--- config.mk ---
export PLATFORM = sky130hd
export DESIGN_NAME = cctm_engine
export DESIGN_NICKNAME = d
export VERILOG_FILES = /design/src/rtl/cctm_pkg.sv /design/src/rtl/cctm_engine.sv
export VERILOG_INCLUDE_DIRS = /design/src /design/src/rtl
export SDC_FILE = /design/constraint.sdc
export NUM_CORES = 1
export LEC_CHECK = 0
export ABC_AREA = 0
export BUFFER_PORTS_ARGS = -buffer_cell sky130_fd_sc_hd__buf_2
export CAP_MARGIN = 10
export CORE_MARGIN = 4
export CORE_UTILIZATION = 60
export CTS_CLUSTER_SIZE = 20
export DETAILED_ROUTE_END_ITERATION = 10
export PLACE_DENSITY = 0.83
export SKIP_CTS_REPAIR_TIMING = 1
export SYNTH_ARGS = -nofsm -noshare
export SYNTH_HDL_FRONTEND = slang
export SYNTH_SLANG_ARGS = --single-unit
--- constraint.sdc ---
create_clock -name mclk_i -period 12.7 [get_ports mclk_i]
set_input_delay 0.635 -clock mclk_i [delete_from_list [all_inputs] [get_ports mclk_i]]
set_output_delay 0.635 -clock mclk_i [all_outputs]
set_load 0.01 [all_outputs]
--- src/rtl/cctm_params.svh ---
// cctm_params.svh: timing budgets (clocks, reads, writes) of the cycle timing model
// assumes: included by the timing engine only, not by the package; definitions only
`ifndef CCTM_PARAMS_SVH
`define CCTM_PARAMS_SVH

`define CCTM_CLK_PERIOD_NS 10
`define CCTM_BUS_CYCLE_CLKS 4
// budgets packed as {clocks[7:0], reads[5:0], writes[5:0]}
`define CCTM_B(c, r, w) {8'(c), 6'(r), 6'(w)}
`define CCTM_XB_REG `CCTM_B(4, 1, 0)
`define CCTM_XB_MEM `CCTM_B(18, 3, 1)
`define CCTM_XB_LCONT `CCTM_B(22, 2, 1)
`define CCTM_XB_LCC `CCTM_B(28, 4, 1)
`define CCTM_XB_LEXP `CCTM_B(26, 4, 1)
`define CCTM_XL_REG `CCTM_B(6, 1, 0)
`define CCTM_XL_MEM `CCTM_B(30, 5, 2)
`define CCTM_XL_LCONT `CCTM_B(32, 4, 2)
`define CCTM_XL_LCC `CCTM_B(38, 6, 2)
`define CCTM_XL_LEXP `CCTM_B(36, 6, 2)
`define CCTM_CB_MEM `CCTM_B(12, 3, 0)
`define CCTM_CB_LCONT `CCTM_B(14, 2, 0)
`define CCTM_CB_LCC `CCTM_B(20, 4, 0)
`define CCTM_CB_LEXP `CCTM_B(18, 4, 0)
`define CCTM_CL_MEM `CCTM_B(20, 5, 0)
`define CCTM_CL_LCONT `CCTM_B(24, 4, 0)
`define CCTM_CL_LCC `CCTM_B(30, 6, 0)
`define CCTM_CL_LEXP `CCTM_B(26, 6, 0)
`define CCTM_D_REG `CCTM_B(6, 1, 0)
`define CCTM_D_MEM `CCTM_B(18, 3, 1)
`define CCTM_D_LCONT `CCTM_B(24, 2, 1)
`define CCTM_D_LCC `CCTM_B(30, 4, 1)
`define CCTM_D_LEXP `CCTM_B(28, 4, 1)
`define CCTM_BOUNDS `CCTM_B(8, 1, 0)
`define CCTM_STSTORE `CCTM_B(8, 1, 1)
`define CCTM_PM_TOMEM_W `CCTM_B(16, 2, 2)
`define CCTM_PM_TOMEM_L `CCTM_B(24, 2, 4)
`define CCTM_PM_FRMEM_W `CCTM_B(16, 4, 0)
`define CCTM_PM_FRMEM_L `CCTM_B(24, 6, 0)
`define CCTM_CRM_OUT `CCTM_B(10, 2, 0)
`define CCTM_CRM_IN `CCTM_B(12, 2, 0)
`define CCTM_EX_BUSERR `CCTM_B(126, 4, 26)
`define CCTM_EX_INTR `CCTM_B(46, 5, 4)
`define CCTM_EX_BKPT `CCTM_B(45, 5, 4)
`define CCTM_EX_BOUNDS `CCTM_B(44, 5, 4)
`define CCTM_EX_BADCR `CCTM_B(46, 5, 4)
`define CCTM_RESET_EXIT `CCTM_B(40, 6, 0)

`endif

--- src/rtl/cctm_pkg.sv ---
// cctm_pkg: operation codes, forms and states of the cycle timing model
// assumes: numeric budgets live in cctm_params.svh
package cctm_pkg;
    typedef enum logic [3:0] {
        CCTM_OP_XADD = 4'h0, CCTM_OP_XSUB = 4'h1, CCTM_OP_MCMP = 4'h2,
        CCTM_OP_DADD = 4'h3, CCTM_OP_DSUB = 4'h4, CCTM_OP_BOUNDS = 4'h5,
        CCTM_OP_STSTORE = 4'h6, CCTM_OP_PMOVE = 4'h7, CCTM_OP_CRMOVE = 4'h8,
        CCTM_OP_EX_BUSERR = 4'h9, CCTM_OP_EX_ADRERR = 4'ha, CCTM_OP_EX_INTR = 4'hb,
        CCTM_OP_EX_BKPT = 4'hc, CCTM_OP_EX_BOUNDS = 4'hd
    } cctm_op_t;
    // form selects register, memory or a loop-mode outcome
    typedef enum logic [2:0] {
        CCTM_F_REG = 3'h0, CCTM_F_MEM = 3'h1, CCTM_F_LCONT = 3'h2,
        CCTM_F_LCC = 3'h3, CCTM_F_LEXP = 3'h4
    } cctm_form_t;
    typedef enum logic [1:0] {CCTM_SZ_BYTE = 2'h0, CCTM_SZ_WORD = 2'h1, CCTM_SZ_LONG = 2'h2} cctm_size_t;
    typedef enum logic [2:0] {
        CCTM_S_IDLE = 3'b001, CCTM_S_RUN = 3'b010, CCTM_S_BOOT = 3'b100
    } cctm_state_t;
endpackage : cctm_pkg

--- src/rtl/cctm_engine.sv ---
// cctm_engine: plays out the clock, read and write budget of one operation
// assumes: one 100 MHz clock; memory answers each bus cycle in four clocks unless it
// holds wait_i; reset and halt inputs arrive asynchronously from pins.
// Functional notes
// - every operation is timed by total clocks, read bus cycles and write bus cycles.
// - multiprecision budgets include both operand fetches, the operation, the store and the prefetch.
// - memory compare uses postincrement on both operands; extended and decimal add/subtract use predecrement on both in their non-register forms.
// - extended add/subtract byte/word costs 4(1/0), 18(3/1), loops 22(2/1), 28(4/1), 26(4/1).
// - extended add/subtract long costs 6(1/0), 30(5/2), loops 32(4/2), 38(6/2), 36(6/2).
// - memory compare costs 12(3/0), 14(2/0), 20(4/0), 18(4/0); long 20, 24, 30, 26.
// - decimal add/subtract costs 6(1/0), 18(3/1), loops 24(2/1), 30(4/1), 28(4/1).
// - flagged entries add the effective-address clocks, reads and writes, e.g. bounds check 8(1/0), its exception 44.
// - status store to memory costs 8(1/1) plus a non-fetching address time with no operand read.
// - peripheral move costs 16(2/2)/24(2/4) to memory, 16(4/0)/24(6/0) from it; control move 10 out, 12 in.
// - bus and address error exceptions cost 126 clocks with 4 reads and 26 writes, all stacking included.
// - interrupt exception costs 46(5/4) and breakpoint 45, with a four-clock acknowledge cycle.
// - after reset and halt are seen negated, execution starts 40 clocks later after 6 reads and no writes.
// - a move to an unimplemented control register raises an exception of at most 46(5/4).
`timescale 1ns/1ps
`include "cctm_params.svh"

module cctm_engine
    import cctm_pkg::*;
#(
    parameter int CNT_W = 12
) (
    // clock and reset
    input wire logic mclk_i,
    input wire logic rst_n_i,
    // processor reset and halt pins, active low, asynchronous
    input wire logic cpu_reset_n_i,
    input wire logic cpu_halt_n_i,
    // operation request
    input wire logic start_i,
    input wire cctm_op_t op_i,
    input wire cctm_size_t size_i,
    input wire cctm_form_t form_i,
    input wire logic dir_to_mem_i,
    input wire logic cr_valid_i,
    input wire logic [7:0] ea_clks_i,
    input wire logic [5:0] ea_reads_i,
    input wire logic [5:0] ea_writes_i,
    // bus answer: extends the current bus cycle
    input wire logic wait_i,
    // status
    output logic ready_o,
    output logic exec_o,
    output logic done_o,
    output logic bus_read_o,
    output logic bus_write_o,
    output logic addr_postinc_o,
    output logic addr_predec_o,
    output logic [CNT_W-1:0] clks_o,
    output logic [5:0] reads_o,
    output logic [5:0] writes_o,
    output logic bad_cr_exc_o
);
    localparam logic [7:0] BUS_CLKS = 8'(`CCTM_BUS_CYCLE_CLKS);

    // elaboration check: the longest budget with address time needs nine bits
    if (CNT_W < 9) begin : g_cnt_w_check
        $error("cctm_engine: CNT_W must be at least 9");
    end

    // pin synchronisers: change counts once stages two and three agree
    logic [2:0] rst_sync_r, rst_sync_nxt;
    logic [2:0] halt_sync_r, halt_sync_nxt;
    logic pins_neg_r, pins_neg_nxt;

    always_comb begin
        rst_sync_nxt = {rst_sync_r[1:0], cpu_reset_n_i};
        halt_sync_nxt = {halt_sync_r[1:0], cpu_halt_n_i};
        pins_neg_nxt = pins_neg_r;
        if (rst_sync_r[2] == rst_sync_r[1] && halt_sync_r[2] == halt_sync_r[1]) begin
            pins_neg_nxt = rst_sync_r[1] & halt_sync_r[1];
        end
    end

    always_ff @(posedge mclk_i) begin
        if (!rst_n_i) begin
            rst_sync_r <= 3'h0;
            halt_sync_r <= 3'h0;
            pins_neg_r <= 1'b0;
        end else begin
            rst_sync_r <= rst_sync_nxt;
            halt_sync_r <= halt_sync_nxt;
            pins_neg_r <= pins_neg_nxt;
        end
    end

    // budget lookup, packed {clocks, reads, writes}
    logic [19:0] base_b;
    logic add_ea;
    logic bad_cr;
    always_comb begin
        base_b = `CCTM_B(4, 1, 0);
        add_ea = 1'b0;
        bad_cr = 1'b0;
        case (op_i)
            CCTM_OP_XADD, CCTM_OP_XSUB: begin
                case (form_i)
                    CCTM_F_REG: base_b = (size_i == CCTM_SZ_LONG) ? `CCTM_XL_REG : `CCTM_XB_REG;
                    CCTM_F_MEM: base_b = (size_i == CCTM_SZ_LONG) ? `CCTM_XL_MEM : `CCTM_XB_MEM;
                    CCTM_F_LCONT: base_b = (size_i == CCTM_SZ_LONG) ? `CCTM_XL_LCONT : `CCTM_XB_LCONT;
                    CCTM_F_LCC: base_b = (size_i == CCTM_SZ_LONG) ? `CCTM_XL_LCC : `CCTM_XB_LCC;
                    default: base_b = (size_i == CCTM_SZ_LONG) ? `CCTM_XL_LEXP : `CCTM_XB_LEXP;
                endcase
            end
            CCTM_OP_MCMP: begin
                case (form_i)
                    CCTM_F_LCONT: base_b = (size_i == CCTM_SZ_LONG) ? `CCTM_CL_LCONT : `CCTM_CB_LCONT;
                    CCTM_F_LCC: base_b = (size_i == CCTM_SZ_LONG) ? `CCTM_CL_LCC : `CCTM_CB_LCC;
                    CCTM_F_LEXP: base_b = (size_i == CCTM_SZ_LONG) ? `CCTM_CL_LEXP : `CCTM_CB_LEXP;
                    default: base_b = (size_i == CCTM_SZ_LONG) ? `CCTM_CL_MEM : `CCTM_CB_MEM;
                endcase
            end
            CCTM_OP_DADD, CCTM_OP_DSUB: begin
                case (form_i)
                    CCTM_F_REG: base_b = `CCTM_D_REG;
                    CCTM_F_MEM: base_b = `CCTM_D_MEM;
                    CCTM_F_LCONT: base_b = `CCTM_D_LCONT;
                    CCTM_F_LCC: base_b = `CCTM_D_LCC;
                    default: base_b = `CCTM_D_LEXP;
                endcase
            end
            CCTM_OP_BOUNDS: begin
                base_b = `CCTM_BOUNDS;
                add_ea = 1'b1;
            end
            CCTM_OP_STSTORE: begin
                base_b = `CCTM_STSTORE;
                add_ea = 1'b1;
            end
            CCTM_OP_PMOVE: begin
                if (dir_to_mem_i) begin
                    base_b = (size_i == CCTM_SZ_LONG) ? `CCTM_PM_TOMEM_L : `CCTM_PM_TOMEM_W;
                end else begin
                    base_b = (size_i == CCTM_SZ_LONG) ? `CCTM_PM_FRMEM_L : `CCTM_PM_FRMEM_W;
                end
            end
            CCTM_OP_CRMOVE: begin
                if (!cr_valid_i) begin
                    base_b = `CCTM_EX_BADCR;
                    bad_cr = 1'b1;
                end else begin
                    base_b = dir_to_mem_i ? `CCTM_CRM_OUT : `CCTM_CRM_IN;
                end
            end
            CCTM_OP_EX_BUSERR, CCTM_OP_EX_ADRERR: base_b = `CCTM_EX_BUSERR;
            CCTM_OP_EX_INTR: base_b = `CCTM_EX_INTR;
            CCTM_OP_EX_BKPT: base_b = `CCTM_EX_BKPT;
            CCTM_OP_EX_BOUNDS: begin
                base_b = `CCTM_EX_BOUNDS;
                add_ea = 1'b1;
            end
            default: base_b = `CCTM_B(4, 1, 0);
        endcase
    end

    // budget totals; a status store never reads its operand
    logic [8:0] tot_clks;
    logic [5:0] tot_reads;
    logic [5:0] tot_writes;
    always_comb begin
        tot_clks = {1'b0, base_b[19:12]};
        tot_reads = base_b[11:6];
        tot_writes = base_b[5:0];
        if (add_ea) begin
            tot_clks = tot_clks + {1'b0, ea_clks_i};
            // no operand read in address calc
            tot_reads = tot_reads + ((op_i == CCTM_OP_STSTORE) ? 6'h0 : ea_reads_i);
            tot_writes = tot_writes + ea_writes_i;
        end
    end

    // sequencer: reads first, then writes, then internal clocks
    cctm_state_t state_r, state_nxt;
    logic [CNT_W-1:0] clk_cnt_r, clk_cnt_nxt;
    logic [5:0] rd_left_r, rd_left_nxt;
    logic [5:0] wr_left_r, wr_left_nxt;
    logic [7:0] idle_left_r, idle_left_nxt;
    logic [1:0] phase_r, phase_nxt;
    logic [5:0] reads_r, reads_nxt;
    logic [5:0] writes_r, writes_nxt;
    logic exec_r, exec_nxt;
    logic done_r, done_nxt;
    logic postinc_r, postinc_nxt;
    logic predec_r, predec_nxt;
    logic bad_cr_r, bad_cr_nxt;
    logic in_bus;
    logic last_clk;

    assign in_bus = (rd_left_r != 6'h0) || (wr_left_r != 6'h0);
    // wait states stretch the fourth clock only
    assign last_clk = in_bus ? (phase_r == 2'(BUS_CLKS - 8'h1) && !wait_i && rd_left_r + wr_left_r == 6'h1
                                && idle_left_r == 8'h0)
                             : (idle_left_r == 8'h1);

    always_comb begin
        state_nxt = state_r;
        clk_cnt_nxt = clk_cnt_r;
        rd_left_nxt = rd_left_r;
        wr_left_nxt = wr_left_r;
        idle_left_nxt = idle_left_r;
        phase_nxt = phase_r;
        reads_nxt = reads_r;
        writes_nxt = writes_r;
        exec_nxt = exec_r;
        done_nxt = 1'b0;
        postinc_nxt = postinc_r;
        predec_nxt = predec_r;
        bad_cr_nxt = bad_cr_r;
        case (state_r)
            CCTM_S_IDLE: begin
                // reset exit timed from negated pins
                if (!pins_neg_r) begin
                    exec_nxt = 1'b0;
                end else if (!exec_r) begin
                    state_nxt = CCTM_S_BOOT;
                    clk_cnt_nxt = '0;
                    reads_nxt = 6'h0;
                    writes_nxt = 6'h0;
                    phase_nxt = 2'h0;
                    rd_left_nxt = 6'(`CCTM_RESET_EXIT >> 6);
                    wr_left_nxt = 6'h0;
                    idle_left_nxt = 8'(`CCTM_RESET_EXIT >> 12) - 8'(6'(`CCTM_RESET_EXIT >> 6)) * BUS_CLKS;
                end else if (start_i) begin
                    state_nxt = CCTM_S_RUN;
                    clk_cnt_nxt = '0;
                    reads_nxt = 6'h0;
                    writes_nxt = 6'h0;
                    phase_nxt = 2'h0;
                    rd_left_nxt = tot_reads;
                    wr_left_nxt = tot_writes;
                    idle_left_nxt = 8'(tot_clks - 9'(BUS_CLKS) * 9'(tot_reads + tot_writes));
                    postinc_nxt = (op_i == CCTM_OP_MCMP);
                    predec_nxt = (op_i inside {CCTM_OP_XADD, CCTM_OP_XSUB, CCTM_OP_DADD, CCTM_OP_DSUB})
                                 && form_i != CCTM_F_REG;
                    bad_cr_nxt = bad_cr;
                end
            end
            CCTM_S_RUN, CCTM_S_BOOT: begin
                if (!pins_neg_r) begin
                    state_nxt = CCTM_S_IDLE;
                    exec_nxt = 1'b0;
                end else begin
                    clk_cnt_nxt = clk_cnt_r + 1'b1;
                    if (in_bus) begin
                        if (phase_r != 2'(BUS_CLKS - 8'h1)) begin
                            phase_nxt = phase_r + 2'h1;
                        end else if (!wait_i) begin
                            phase_nxt = 2'h0;
                            if (rd_left_r != 6'h0) begin
                                rd_left_nxt = rd_left_r - 6'h1;
                                reads_nxt = reads_r + 6'h1;
                            end else begin
                                wr_left_nxt = wr_left_r - 6'h1;
                                writes_nxt = writes_r + 6'h1;
                            end
                        end
                    end else if (idle_left_r != 8'h0) begin
                        idle_left_nxt = idle_left_r - 8'h1;
                    end
                    if (last_clk) begin
                        state_nxt = CCTM_S_IDLE;
                        done_nxt = 1'b1;
                        exec_nxt = 1'b1;
                    end
                end
            end
            default: state_nxt = CCTM_S_IDLE;
        endcase
    end

    // state registers
    always_ff @(posedge mclk_i) begin
        if (!rst_n_i) begin
            state_r <= CCTM_S_IDLE;
            clk_cnt_r <= '0;
            rd_left_r <= 6'h0;
            wr_left_r <= 6'h0;
            idle_left_r <= 8'h0;
            phase_r <= 2'h0;
            reads_r <= 6'h0;
            writes_r <= 6'h0;
            exec_r <= 1'b0;
            done_r <= 1'b0;
            postinc_r <= 1'b0;
            predec_r <= 1'b0;
            bad_cr_r <= 1'b0;
        end else begin
            state_r <= state_nxt;
            clk_cnt_r <= clk_cnt_nxt;
            rd_left_r <= rd_left_nxt;
            wr_left_r <= wr_left_nxt;
            idle_left_r <= idle_left_nxt;
            phase_r <= phase_nxt;
            reads_r <= reads_nxt;
            writes_r <= writes_nxt;
            exec_r <= exec_nxt;
            done_r <= done_nxt;
            postinc_r <= postinc_nxt;
            predec_r <= predec_nxt;
            bad_cr_r <= bad_cr_nxt;
        end
    end

    // outputs; bus strobes are level through a whole bus cycle
    assign ready_o = (state_r == CCTM_S_IDLE) && exec_r;
    assign exec_o = exec_r;
    assign done_o = done_r;
    assign bus_read_o = (state_r != CCTM_S_IDLE) && (rd_left_r != 6'h0);
    assign bus_write_o = (state_r != CCTM_S_IDLE) && (rd_left_r == 6'h0) && (wr_left_r != 6'h0);
    assign addr_postinc_o = postinc_r;
    assign addr_predec_o = predec_r;
    assign clks_o = clk_cnt_r;
    assign reads_o = reads_r;
    assign writes_o = writes_r;
    assign bad_cr_exc_o = bad_cr_r;
endmodule : cctm_engine

# Word-level counts from Yosys, hierarchy flattened
# Cells that the tools add are included.
# Widths: inputs -> output; s select.
# word_totals
regBits	61
latchBits	0
ramBits	0
rom_bits	0
out_inout_bits	32
elab_cells	196
n_memories	0
# op_classes
add_sub_neg	13
n_mul	0
div_mod_pow	0
magnitude_cmp	0
eq_ne	41
n_shift	0
mux	90
bitwise_logic	1
n_reduce_logical	35
# op_table
op	n
$pmux 20 s11	1
$mux 6	32
$mux 16	6
$mux 18	4
$pmux 18 s4	1
$pmux 17 s4	1
$mux 8	7
$pmux 17 s3	1
$mux 12	4
$pmux 6 s2	4
$mux 17	2
$add 6x6->6	4
$eq 4x4->1 const B	6
$pmux 12 s2	1
$ne 2x2->1 const B	11
$eq 4x3->1 const B	4
$pmux 8 s2	1
$reduce_and 8->1	2
$mux 15	1
$mux 3	5
$mux 14	1
$mux 2	7
$add 12x1->12 const B	1
$add 6x1->6 const B	2
38 further kinds	71

# Logic depth before layout (Yosys ltp)
# Gate-level depths: netlist of run 1.
# logic_depth
depth_word	12
depth_mapped	21
depth_no_buf	20

# Worst setup path after synthesis of run 1
# OpenSTA, ideal clock, no wires.
# synth_timing
path_kind	input -> register
from	in op_i[3]
to	reg idle_left_r[7]
setup_ps	92
t_arrival_ps	4544
path_slack_ps	8064
cell_stages	21
path_buffers	1
cell_sequence	clkbuf_1 or4b_1 o21ai_1 nand4b_1 nand2_1 ha_1 inv_1 fa_1 mux2i_1 inv_1 fa_1 inv_1 a21o_1 a21oi_1 xor2_1 ha_1 a21o_1 a31oi_1 xnor2_1 nor3_1 o32ai_1
# synth_between
elab_chain_cells	11
elab_cells_between_ends	33
cone_classes	add/sub: 5; eq/ne: 13; mux: 10; reduce/logical: 5
# synth_lines
item	line_no	source
start: declaration	cctm_engine.sv:35	input wire cctm_op_t op_i,
$eq 4x4->1 (tied with other cells)	cctm_engine.sv:99	case (op_i)
$reduce_or 2->1	cctm_engine.sv:99	
$pmux 20 s11	cctm_engine.sv:99	
$add 6x6->6 (on tied branches)	cctm_engine.sv:171, cctm_engine.sv:172	
$mux 6	cctm_engine.sv:168	if (add_ea) begin
$add 6x6->6	cctm_engine.sv:235	idle_left_nxt = 8'(tot_clks - 9'(BUS_CLKS) * 9'(tot_reads + tot_writes));
$sub 8x8->8 *	cctm_engine.sv:235	
$mux 8 *	cctm_engine.sv:227	end else if (start_i) begin
$mux 8 *	cctm_engine.sv:218	end else if (!exec_r) begin
$mux 8 *	cctm_engine.sv:216	if (!pins_neg_r) begin
$pmux 8 s2 *	cctm_engine.sv:213	case (state_r)
end signal: assignment	cctm_engine.sv:296	idle_left_r <= idle_left_nxt;
end: declaration	cctm_engine.sv:181	logic [7:0] idle_left_r, idle_left_nxt;
# Every way passes the cells marked *; elsewhere a longest branch is shown, timed or not. The select of a mux whose other input is x is not followed.
# A chain may end at the register's enable or synchronous reset.

# Final worst setup path of run 1
# Ends and elaborated chain as after synthesis.

==> results_dict.tcl, run 1 <==
set metrics [dict create \
    die_area_mm2 0.00992 \
    finalCritPeriodShare_pct 37.8 \
    vias 5101 \
    hp-start "rst_sync_r[0]" \
    rr_startpoint "state_r[1]" \
    reg2reg_depth 7 \
    required_ns 12.95 \
    fp.dieH_um 99.6 \
    cp_common_cell "ha_1" \
    max_freq_mhz 208 \
    yosysWarnings 0 \
    drtAntennaViolNets 0 \
    grt_pass1_wl_um 22500 \
    min_path_cells 1 \
    synth_common_cells "nor2_1, dfxtp_1, nand2_1" \
    gp_congestion 0.948 \
    synth_top_area_share_pct 24.3 \
    yosysUniqueCellTypes 69 \
    outcome "completed" \
    synth_edf_count 0 \
    fin_crit_ns 4.80 \
    ys_async_sr_fraction_pct 0 \
    hold_end "rst_sync_r[1]" \
    grt_overflow 0 \
    synthesis.area_mm2 0.00503 \
    critPathSlowestCell "or4b_1" \
    synth_fp_nets 739 \
    coreArea_mm2 0.00818 \
    antenna_found_initial 0 \
    postRouteWirelength_um 13500 \
    drcViolationCount 0 \
    vdd_drop_max_v 0.0000746 \
    synth.most_common_cell "nor2_1" \
    synth_cells 657 \
    drt_iter0_drc 483 \
    clock_latency_ns 0.34 \
    clkSinkCount 61 \
    grt_use_total_pct 27.7 \
    rsz0062_at_grt "false" \
    synthFlopType "dfxtp_1" \
    cap_viol_max_count 0 \
    cts_root_buf "clkbuf_8" \
    finClkSkew_ns 0.00537 \
    fin_hold_ws_ns 0.441 \
    portBuffers 68 \
    path_clk_slew_ns 0.06 \
    cp.arrival_ns 5.05 \
    htree_levels 3 \
    ff2ff_setup_slack_ns 9.61 \
    cts_tree "done" \
    firstDrtPassIters 5 \
    start_util_pct 61.6 \
    final_nets 789 \
    drive_gt1_share_pct 14.1 \
    ios 69 \
    avgSynthCellArea_um2 7.66 \
    worst_pin_slew_ns 1.06 \
    report.final.slew_viol_count 0 \
    final_hold_viol_count 0 \
    slew_headroom_pct 29.1 \
    critPathMaxFanout 20 \
    min_path_type "reg -> reg" \
    grt_pass1_vias 4732 \
    end_kind "register" \
    report.final.setup_viol 0 \
    start_kind "input pin" \
    yosysTopAreaCell "dfxtp_1" \
    wire_per_inst_um 16.6 \
    yosysSeqAreaShare_pct 24.3 \
    antennaDiodeCount 0 \
    grt_max_degree 32 \
    reg2reg_to "bad_cr_exc_o" \
    ys_seq_elements 61 \
    viasPerCell 6.25 \
    yosys-top-cells-area "dfxtp_1, ha_1, o21ai_0, nor2_1, xor2_1" \
    p_per_area_mw_per_mm2 88.8 \
    die_x_um 99.6 \
    cts_buffers 9 \
    hpwl_um 10400 \
    path_class "in -> reg" \
    path_cells "buf_2 > or4b_1 > o21ai_1 > nand4b_1 > nand2_1 > ha_1 > inv_1 > fa_1 > xnor2_1 > nor2_1 > a41oi_1 > ha_1 > a21o_1 > a21oi_1 > xor2_1 > ha_1 > a21o_1 > a31oi_1 > xnor2_1 > nor3_1 > o32ai_1" \
    fin_setup_tns_ns 0 \
    clockBufferDepth 2 \
    p_leak_nw 2.46 \
    crit_path_max_incr_delay_ns 0.60 \
    floorplan.rows 33 \
    areaGrowthSynthToFinish_pct 10.9 \
]
## placed cells by master (no fill, tap or decap), types with 6 or more instances in the layout
master and n:
a211oi_1 8, a21o_1 15, a21oi_1 46, a22oi_1 9
a31oi_1 9, and2_1 14, and3_1 8, buf_2 68
clkbuf_8 11, dfxtp_1 61, fa_1 6, ha_1 39
inv_1 29, nand2_1 59, nand3_1 13, nand4_1 11
nor2_1 69, nor2b_1 14, nor3_1 21, o21a_1 8
o21ai_0 51, o21ai_1 6, o22ai_1 8, or3_1 10
xnor2_1 14, xor2_1 29
## flip-flops by register name, summed over array words and instances (netlist names)
| register | count |
|---|---|
| rd_left_r | 6 |
| writes_o | 6 |
| reads_o | 6 |
| wr_left_r | 6 |
| idle_left_r | 8 |
| exec_o | 1 |
| done_o | 1 |
| halt_sync_r | 3 |
| pins_neg_r | 1 |
| addr_postinc_o | 1 |
| bad_cr_exc_o | 1 |
| addr_predec_o | 1 |
| phase_r | 2 |
| rst_sync_r | 3 |
| clks_o | 12 |
| state_r | 3 |
## layout make-up
type,count,area [µm²]
clock buffers,11,151
inverters,29,109
flip-flops and latches,61,1220
fillers,691,2590
multi-input cells,536,3570
well taps,105,131
repair buffers,70,355
clock inverters,4,47.5
## power breakdown
part,internal (mW),switching (mW)
Sequential,0.192,0.000373
Clock,0.0995,0.0755
Combinational,0.0558,0.0726
## worst max-delay path by stage
stage / slack [ns] / start / to
finish: 7.90 / op_i[3] / idle_left_r[7]
global route: 7.61 / op_i[3] / idle_left_r[7]
CTS: 7.95 / op_i[3] / idle_left_r[7]
detailed placement: 7.59 / op_i[3] / idle_left_r[7]
global placement: 7.71 / op_i[3] / idle_left_r[7]
floorplan: 8.06 / op_i[3] / idle_left_r[7]
## cells by family after synthesis
family	Yosys count	synth area share [%]
buffers and inverters	60	4.85
AND/OR/NAND/NOR	243	24.0
AO/OA/AOI/OAI	195	25.0
flip-flops	61	24.3
multiplexers	9	1.91
XOR/XNOR	44	7.96
adder cells (fa/ha/maj)	45	12.1
## stage by stage
stage	instance area, µm²	worst slack (ns)	total power [mW]	cells	utilization [%]
6_report	5580	7.90	0.496	816	68.3
5_1_grt	5580	7.61	0.520	816	68.3
4_1_cts	5580	7.95	0.497	816	68.3
3_5_place_dp	5380	7.59	0.322	801	65.9
3_3_place_gp	5380	7.71	0.320	801	65.9
2_1_floorplan	5030	8.06	0.292	657	-
## per-layer routing
layer  global-route usage [%]  routed length, µm  vias to the layer above
met1                     37.4               5950                     2415
met4                     9.35                193                        0
met5                        0                  0                        -
met2                     44.2               6470                      198
met3                     5.75                918                       22
li1                         -                  -                     2466
## worst max-delay path: cells and delay by family
family	cells	cell delay, ns
compound gates	7	1.45
fa+ha+maj	4	1.23
simple gates	5	0.97
xor+xnor	3	0.52
buf+inv	2	0.25
(Power assumes the default switching activity.)
==> inputs of run 2 (changes only) <==
ABC_AREA = 1   (was 0)
CORE_UTILIZATION = 59   (was 60)
PLACE_DENSITY = 0.81   (was 0.83)
clock period = 4.8 ns   (was 12.7 ns; I/O delays follow)
==> results_dict.tcl, run 2 <==
set metrics [dict create \
    yosysWarnings 0 \
    p_per_area_mw_per_mm2 231 \
    worst_pin_slew_ns 0.891 \
    antenna_found_initial 0 \
    gp_congestion 0.891 \
    min_path_cells 3 \
    synth_common_cells "nand2_1, inv_1, nor2_1" \
    fin_area_mm2 0.00575 \
    drt_iter0_drc 299 \
    fp.dieH_um 101 \
    synthesis.area_mm2 0.00512 \
    clkSinkCount 61 \
    fin_crit_ns 4.21 \
    avgSynthCellArea_um2 6.45 \
    yosys-top-cells-area "dfxtp_1, nand2_1, inv_1, ha_1, a21oi_1" \
    end_kind "register" \
    cts_root_buf "clkbuf_8" \
    p_clk_share_pct 35.9 \
    areaGrowthSynthToFinish_pct 12.4 \
    grt_use_total_pct 27.8 \
    report.final.slew_viol_count 0 \
    die_area_mm2 0.0102 \
    yosysSeqAreaShare_pct 23.9 \
    layout_commonest_cell "nand2_1" \
    grt_pass1_wl_um 23100 \
    path_clk_slew_ns 0.08 \
    postRouteWirelength_um 14100 \
    netSwitchingFraction_pct 33.9 \
    final_hold_viol_count 0 \
    reg2reg_depth 14 \
    use_met1_pct 34.6 \
    pwr-share-seq_pct 38.4 \
    hp-start "cpu_halt_n_i" \
    grt_max_degree 27 \
    outcome "finished, violations left" \
    yosysTopAreaCell "dfxtp_1" \
    ys_async_sr_fraction_pct 0 \
    min_path_type "in -> reg" \
    synth.most_common_cell "nand2_1" \
    power.switching_uw 449 \
    final_cell_mix "nand2_1, inv_1, nor2_1" \
    vias 5403 \
    drcViolationCount 1 \
    intPower_uw 877 \
    rsz0062_at_grt "false" \
    cts_tree "done" \
    wire_per_inst_um 14.5 \
    start_kind "input pin" \
    path_class "in -> reg" \
    synth_edf_count 0 \
    rr_startpoint "rd_left_r[1]" \
    synth_cells 793 \
    cp.arrival_ns 4.48 \
    p_leak_nw 2.95 \
    clock_latency_ns 0.34 \
    report.final.setup_viol 0 \
    grt_overflow 0 \
    hpwl_um 11100 \
    multiInputGateArea_mm2 0.00330 \
    grtUsageMet3_pct 4.01 \
    vdd_drop_max_v 0.000172 \
    yosysUniqueCellTypes 49 \
    grt_pass1_vias 5064 \
    gr-usage-met2_pct 50.0 \
    ios 69 \
    start_util_pct 61.3 \
    finalCritPeriodShare_pct 87.6 \
    final_nets 944 \
    portBuffers 68 \
    synthFlopType "dfxtp_1" \
    die_x_um 101 \
    reg2reg_to "reads_o[5]" \
    critPathMaxFanout 5 \
    max_freq_mhz 238 \
    cts_buffers 9 \
    pre_cts_ws_ns 0.362 \
    drtAntennaViolNets 0 \
    antennaDiodeCount 0 \
    finClkSkew_ns 0.00708 \
    drive_gt1_share_pct 13.1 \
    firstDrtPassIters 9 \
    synth_top_area_share_pct 23.9 \
    busiest_layer "met2" \
    coreArea_mm2 0.00834 \
    viasPerCell 5.56 \
    required_ns 5.07 \
    dpl_cell_area_mm2 0.00555 \
    floorplan.rows 33 \
    power_frac_comb_pct 25.8 \
    synth_fp_nets 875 \
    ff2ff_setup_slack_ns 2.03 \
    largest_reg_flops 12 \
    ys_seq_elements 61 \
    slew_headroom_pct 40.2 \
    worst_slack_ns 0.593 \
    seq_area_mm2 0.00122 \
    hold_end "halt_sync_r[0]" \
    cap_viol_max_count 0 \
    fillCellCount 732 \
    fin_setup_tns_ns 0 \
    htree_levels 3 \
    clockBufferDepth 2 \
    violations "DRC" \
]
## run 2: changes by cell type after synthesis, moves of 8 or more
cell and delta:
nand2_1 +95, xnor2_1 -8, nand3_1 +30, a21o_1 -15, and2_1 -14, or3_1 -10
clkbuf_1 -16, nor2_1 +16, a21oi_1 +18, nor2b_1 -14, xor2_1 -12, inv_1 +108
## run 2: routing by layer
metal  vias up  wire, µm
met5         -         0
met4         0       282
met3        29       785
met2       180      6910
met1      2447      6130
li1       2747         -
## run 2: worst max-delay path, stage by stage
cell and delay [ns]:
buf_2 0.12, nor2_1 0.29, inv_1 0.10, nor2_1 0.17, inv_1 0.11, a221oi_1 0.42
inv_1 0.15, fa_1 0.44, xnor2_1 0.13, o21ai_0 0.29, ha_1 0.36, xor2_1 0.19
ha_1 0.33, nand2_1 0.09, nor2_1 0.04, a211oi_1 0.27, nor2_1 0.10, nor2_1 0.10
nor2_1 0.04, nor2_1 0.13, inv_1 0.06, nand2_1 0.07, nand3_1 0.06, a21oi_1 0.17
## run 2: per-stage QoR
stage	power (mW)	hold WS, ns	utilization [%]	cells
after global routing	1.39	0.0999	68.9	972
after detailed placement	0.853	0.405	66.6	956
after CTS	1.33	0.0751	68.9	972
final	1.33	0.0902	68.9	972
after global placement	0.843	0.396	66.6	956
after floorplan	0.765	0.338	-	793
## run 2: how the worst max path moves through the flow
| stage | cells past startpoint | endpoint | slack [ns] | from |
|---|---|---|---|---|
| final | 24 | idle_left_r[7] | 0.59 | form_i[2] |
| after detailed placement | 24 | idle_left_r[7] | 0.36 | form_i[2] |
| after CTS | 24 | idle_left_r[7] | 0.67 | form_i[2] |
| after floorplan | 24 | idle_left_r[7] | 1.08 | size_i[0] |
| after global routing | 25 | idle_left_r[7] | 0.22 | form_i[2] |
| after global placement | 23 | idle_left_r[7] | 0.36 | op_i[1] |
## run 2: power groups by stage
stage	clock (mW)	combinational [mW]	sequential (mW)
floorplan	0	0.245	0.520
global placement	0	0.322	0.520
detailed placement	0	0.333	0.521
CTS	0.482	0.337	0.509
global route	0.501	0.384	0.509
finish	0.476	0.342	0.509
## run 2: kinds of logic (layout without fill, tap and decap cells)
kind of cell	count (synthesis)	after routing	synth area share, %
buf+inv	155	229	11.6
xor+xnor	23	23	3.94
fa+ha+maj	45	45	11.9
flops	61	61	23.9
compound gates	168	168	19.3
simple gates	341	341	29.4
## run 2: area by class of cell
type | instances | area share, %
timing repair buffer | 72 | 6.44
multi-input combinational | 577 | 57.4
inverter | 141 | 9.20
tap | 105 | 2.28
sequential | 61 | 21.2
clock inverter | 7 | 1.28
clock buffer | 9 | 2.15
==> inputs of run 3 (changes only) <==
PLACE_DENSITY = 0.92   (was 0.81)
==> results_dict.tcl, run 3 (synthesis gave the netlist of run 2 again) <==
set metrics [dict create \
    clkSinkCount 61 \
    max_freq_mhz 234 \
    cp_common_cell "nor2_1" \
    p_clk_share_pct 37.6 \
    p_per_area_mw_per_mm2 234 \
    cp.arrival_ns 4.56 \
    areaGrowthSynthToFinish_pct 12.4 \
    final_hold_viol_count 0 \
    htree_levels 3 \
    fin_crit_ns 4.28 \
    layout_commonest_cell "nand2_1" \
    viasPerCell 5.52 \
    vdd_drop_max_v 0.000132 \
    final_cell_mix "nand2_1, inv_1, nor2_1" \
    vias 5353 \
    path_cells "buf_2 > nor2_1 > inv_1 > nor2_1 > inv_1 > a221oi_1 > inv_1 > fa_1 > xnor2_1 > o21ai_0 > ha_1 > xor2_1 > ha_1 > nand2_1 > nor2_1 > a211oi_1 > nor2_1 > nor2_1 > nor2_1 > nor2_1 > inv_1 > nand2_1 > nand3_1 > a21oi_1" \
    critPathMaxFanout 5 \
    cts_buffers 9 \
    power.switching_uw 412 \
    drtAntennaViolNets 0 \
    ios 69 \
    final_nets 942 \
    drive_gt1_share_pct 12.8 \
    grt_overflow 0 \
    clockBufferDepth 2 \
    postRouteWirelength_um 12900 \
    fillCellCount 729 \
    hpwl_um 10000 \
    die_x_um 101 \
    die_area_mm2 0.0102 \
    cap_viol_max_count 0 \
    end_kind "register" \
    firstDrtPassIters 5 \
    worst_pin_slew_ns 0.873 \
    grt_use_total_pct 25.3 \
    cts_root_buf "clkbuf_8" \
    finalCritPeriodShare_pct 89.2 \
    path_class "in -> reg" \
    antennaDiodeCount 0 \
    coreArea_mm2 0.00834 \
    grt_max_degree 27 \
    critPathSlowestCell "a221oi_1" \
    grt_pass1_vias 4807 \
    antenna_found_initial 0 \
    fp.dieH_um 101 \
    fin_setup_tns_ns 0 \
    largest_reg_flops 12 \
    report.final.setup_viol 0 \
    clock_latency_ns 0.35 \
    p_leak_nw 2.95 \
    floorplan.rows 33 \
    drt_iter0_drc 340 \
    fin_util_pct 68.9 \
    report.final.slew_viol_count 0 \
    path_clk_slew_ns 0.07 \
    gp_congestion 1.01 \
    netSwitchingFraction_pct 30.6 \
    wire_per_inst_um 13.3 \
    start_util_pct 61.3 \
    finClkSkew_ns 0.0109 \
    portBuffers 68 \
    outcome "completed" \
    power_frac_comb_pct 24.6 \
    required_ns 5.08 \
    rsz0062_at_grt "false" \
    intPower_uw 934 \
    slew_headroom_pct 41.6 \
    crit_path_max_incr_delay_ns 0.50 \
    grt_pass1_wl_um 21300 \
    drcViolationCount 0 \
    min_path_type "in -> reg" \
    start_kind "input pin" \
    cts_tree "done" \
    pwr-share-seq_pct 37.8 \
]
[run 3: cell count changes in the layout (fill, tap and decap cells not counted), sizes merged]
| cell | delta |
|---|---|
| clkbuf | +1 |
| bufinv | +1 |
| inv | -2 |
| buf | -2 |
| clkinvlp | -1 |
[run 3: area by class of cell]
class | instances | area (µm²) | area share [%]
timing repair buffer | 70 | 355 | 6.18
multi-input combinational | 577 | 3300 | 57.4
inverter | 141 | 529 | 9.20
clock buffer | 10 | 138 | 2.39
tap | 105 | 131 | 2.28
clock inverter | 5 | 75.1 | 1.31
sequential | 61 | 1220 | 21.2
[run 3: per-layer routing]
layer,wire length (µm),up-vias,track usage (%)
met3,870,28,4.08
met1,5780,2396,34.7
met2,5990,186,41.2
li1,-,2743,-
met4,219,0,6.95
met5,0,-,0
[run 3: power groups by stage]
stage | Sequential [mW] | Combinational, mW | Clock (mW)
after floorplan | 0.520 | 0.245 | 0
after global placement | 0.520 | 0.315 | 0
after detailed placement | 0.521 | 0.322 | 0
after CTS | 0.509 | 0.324 | 0.507
after global routing | 0.509 | 0.373 | 0.529
final | 0.509 | 0.331 | 0.506
[run 3: worst max-delay path, delay by kind of cell]
kind / cells / cell delay [ns]
xor gates and xnor gates: 2 / 0.35
buffers and inverters: 5 / 0.54
adders and majority gates: 3 / 1.15
and+or+nand+nor: 10 / 1.05
AOI/OAI and AO/OA: 4 / 1.21
[run 3: final timing paths]
path / start / end / slack, ns / cells past startpoint
worst max-delay path: form_i[2] / idle_left_r[7] / 0.52 / 24
worst min-delay path: cpu_halt_n_i / halt_sync_r[0] / 0.08 / 3
worst max register to register: rd_left_r[0] / reads_o[5] / 2.08 / 14
worst min register to register: rst_sync_r[0] / rst_sync_r[1] / 0.41 / 2
[run 3: metrics by stage]
step | hold slack [ns] | total power [mW] | cells | setup WS, ns | instance area [µm²]
after global routing | 0.0772 | 1.41 | 969 | 0.182 | 5750
final | 0.0778 | 1.35 | 969 | 0.518 | 5750
after floorplan | 0.338 | 0.765 | 793 | 1.08 | 5120
after global placement | 0.396 | 0.836 | 954 | 0.403 | 5540
after detailed placement | 0.407 | 0.842 | 954 | 0.324 | 5540
after CTS | 0.0713 | 1.34 | 969 | 0.662 | 5750
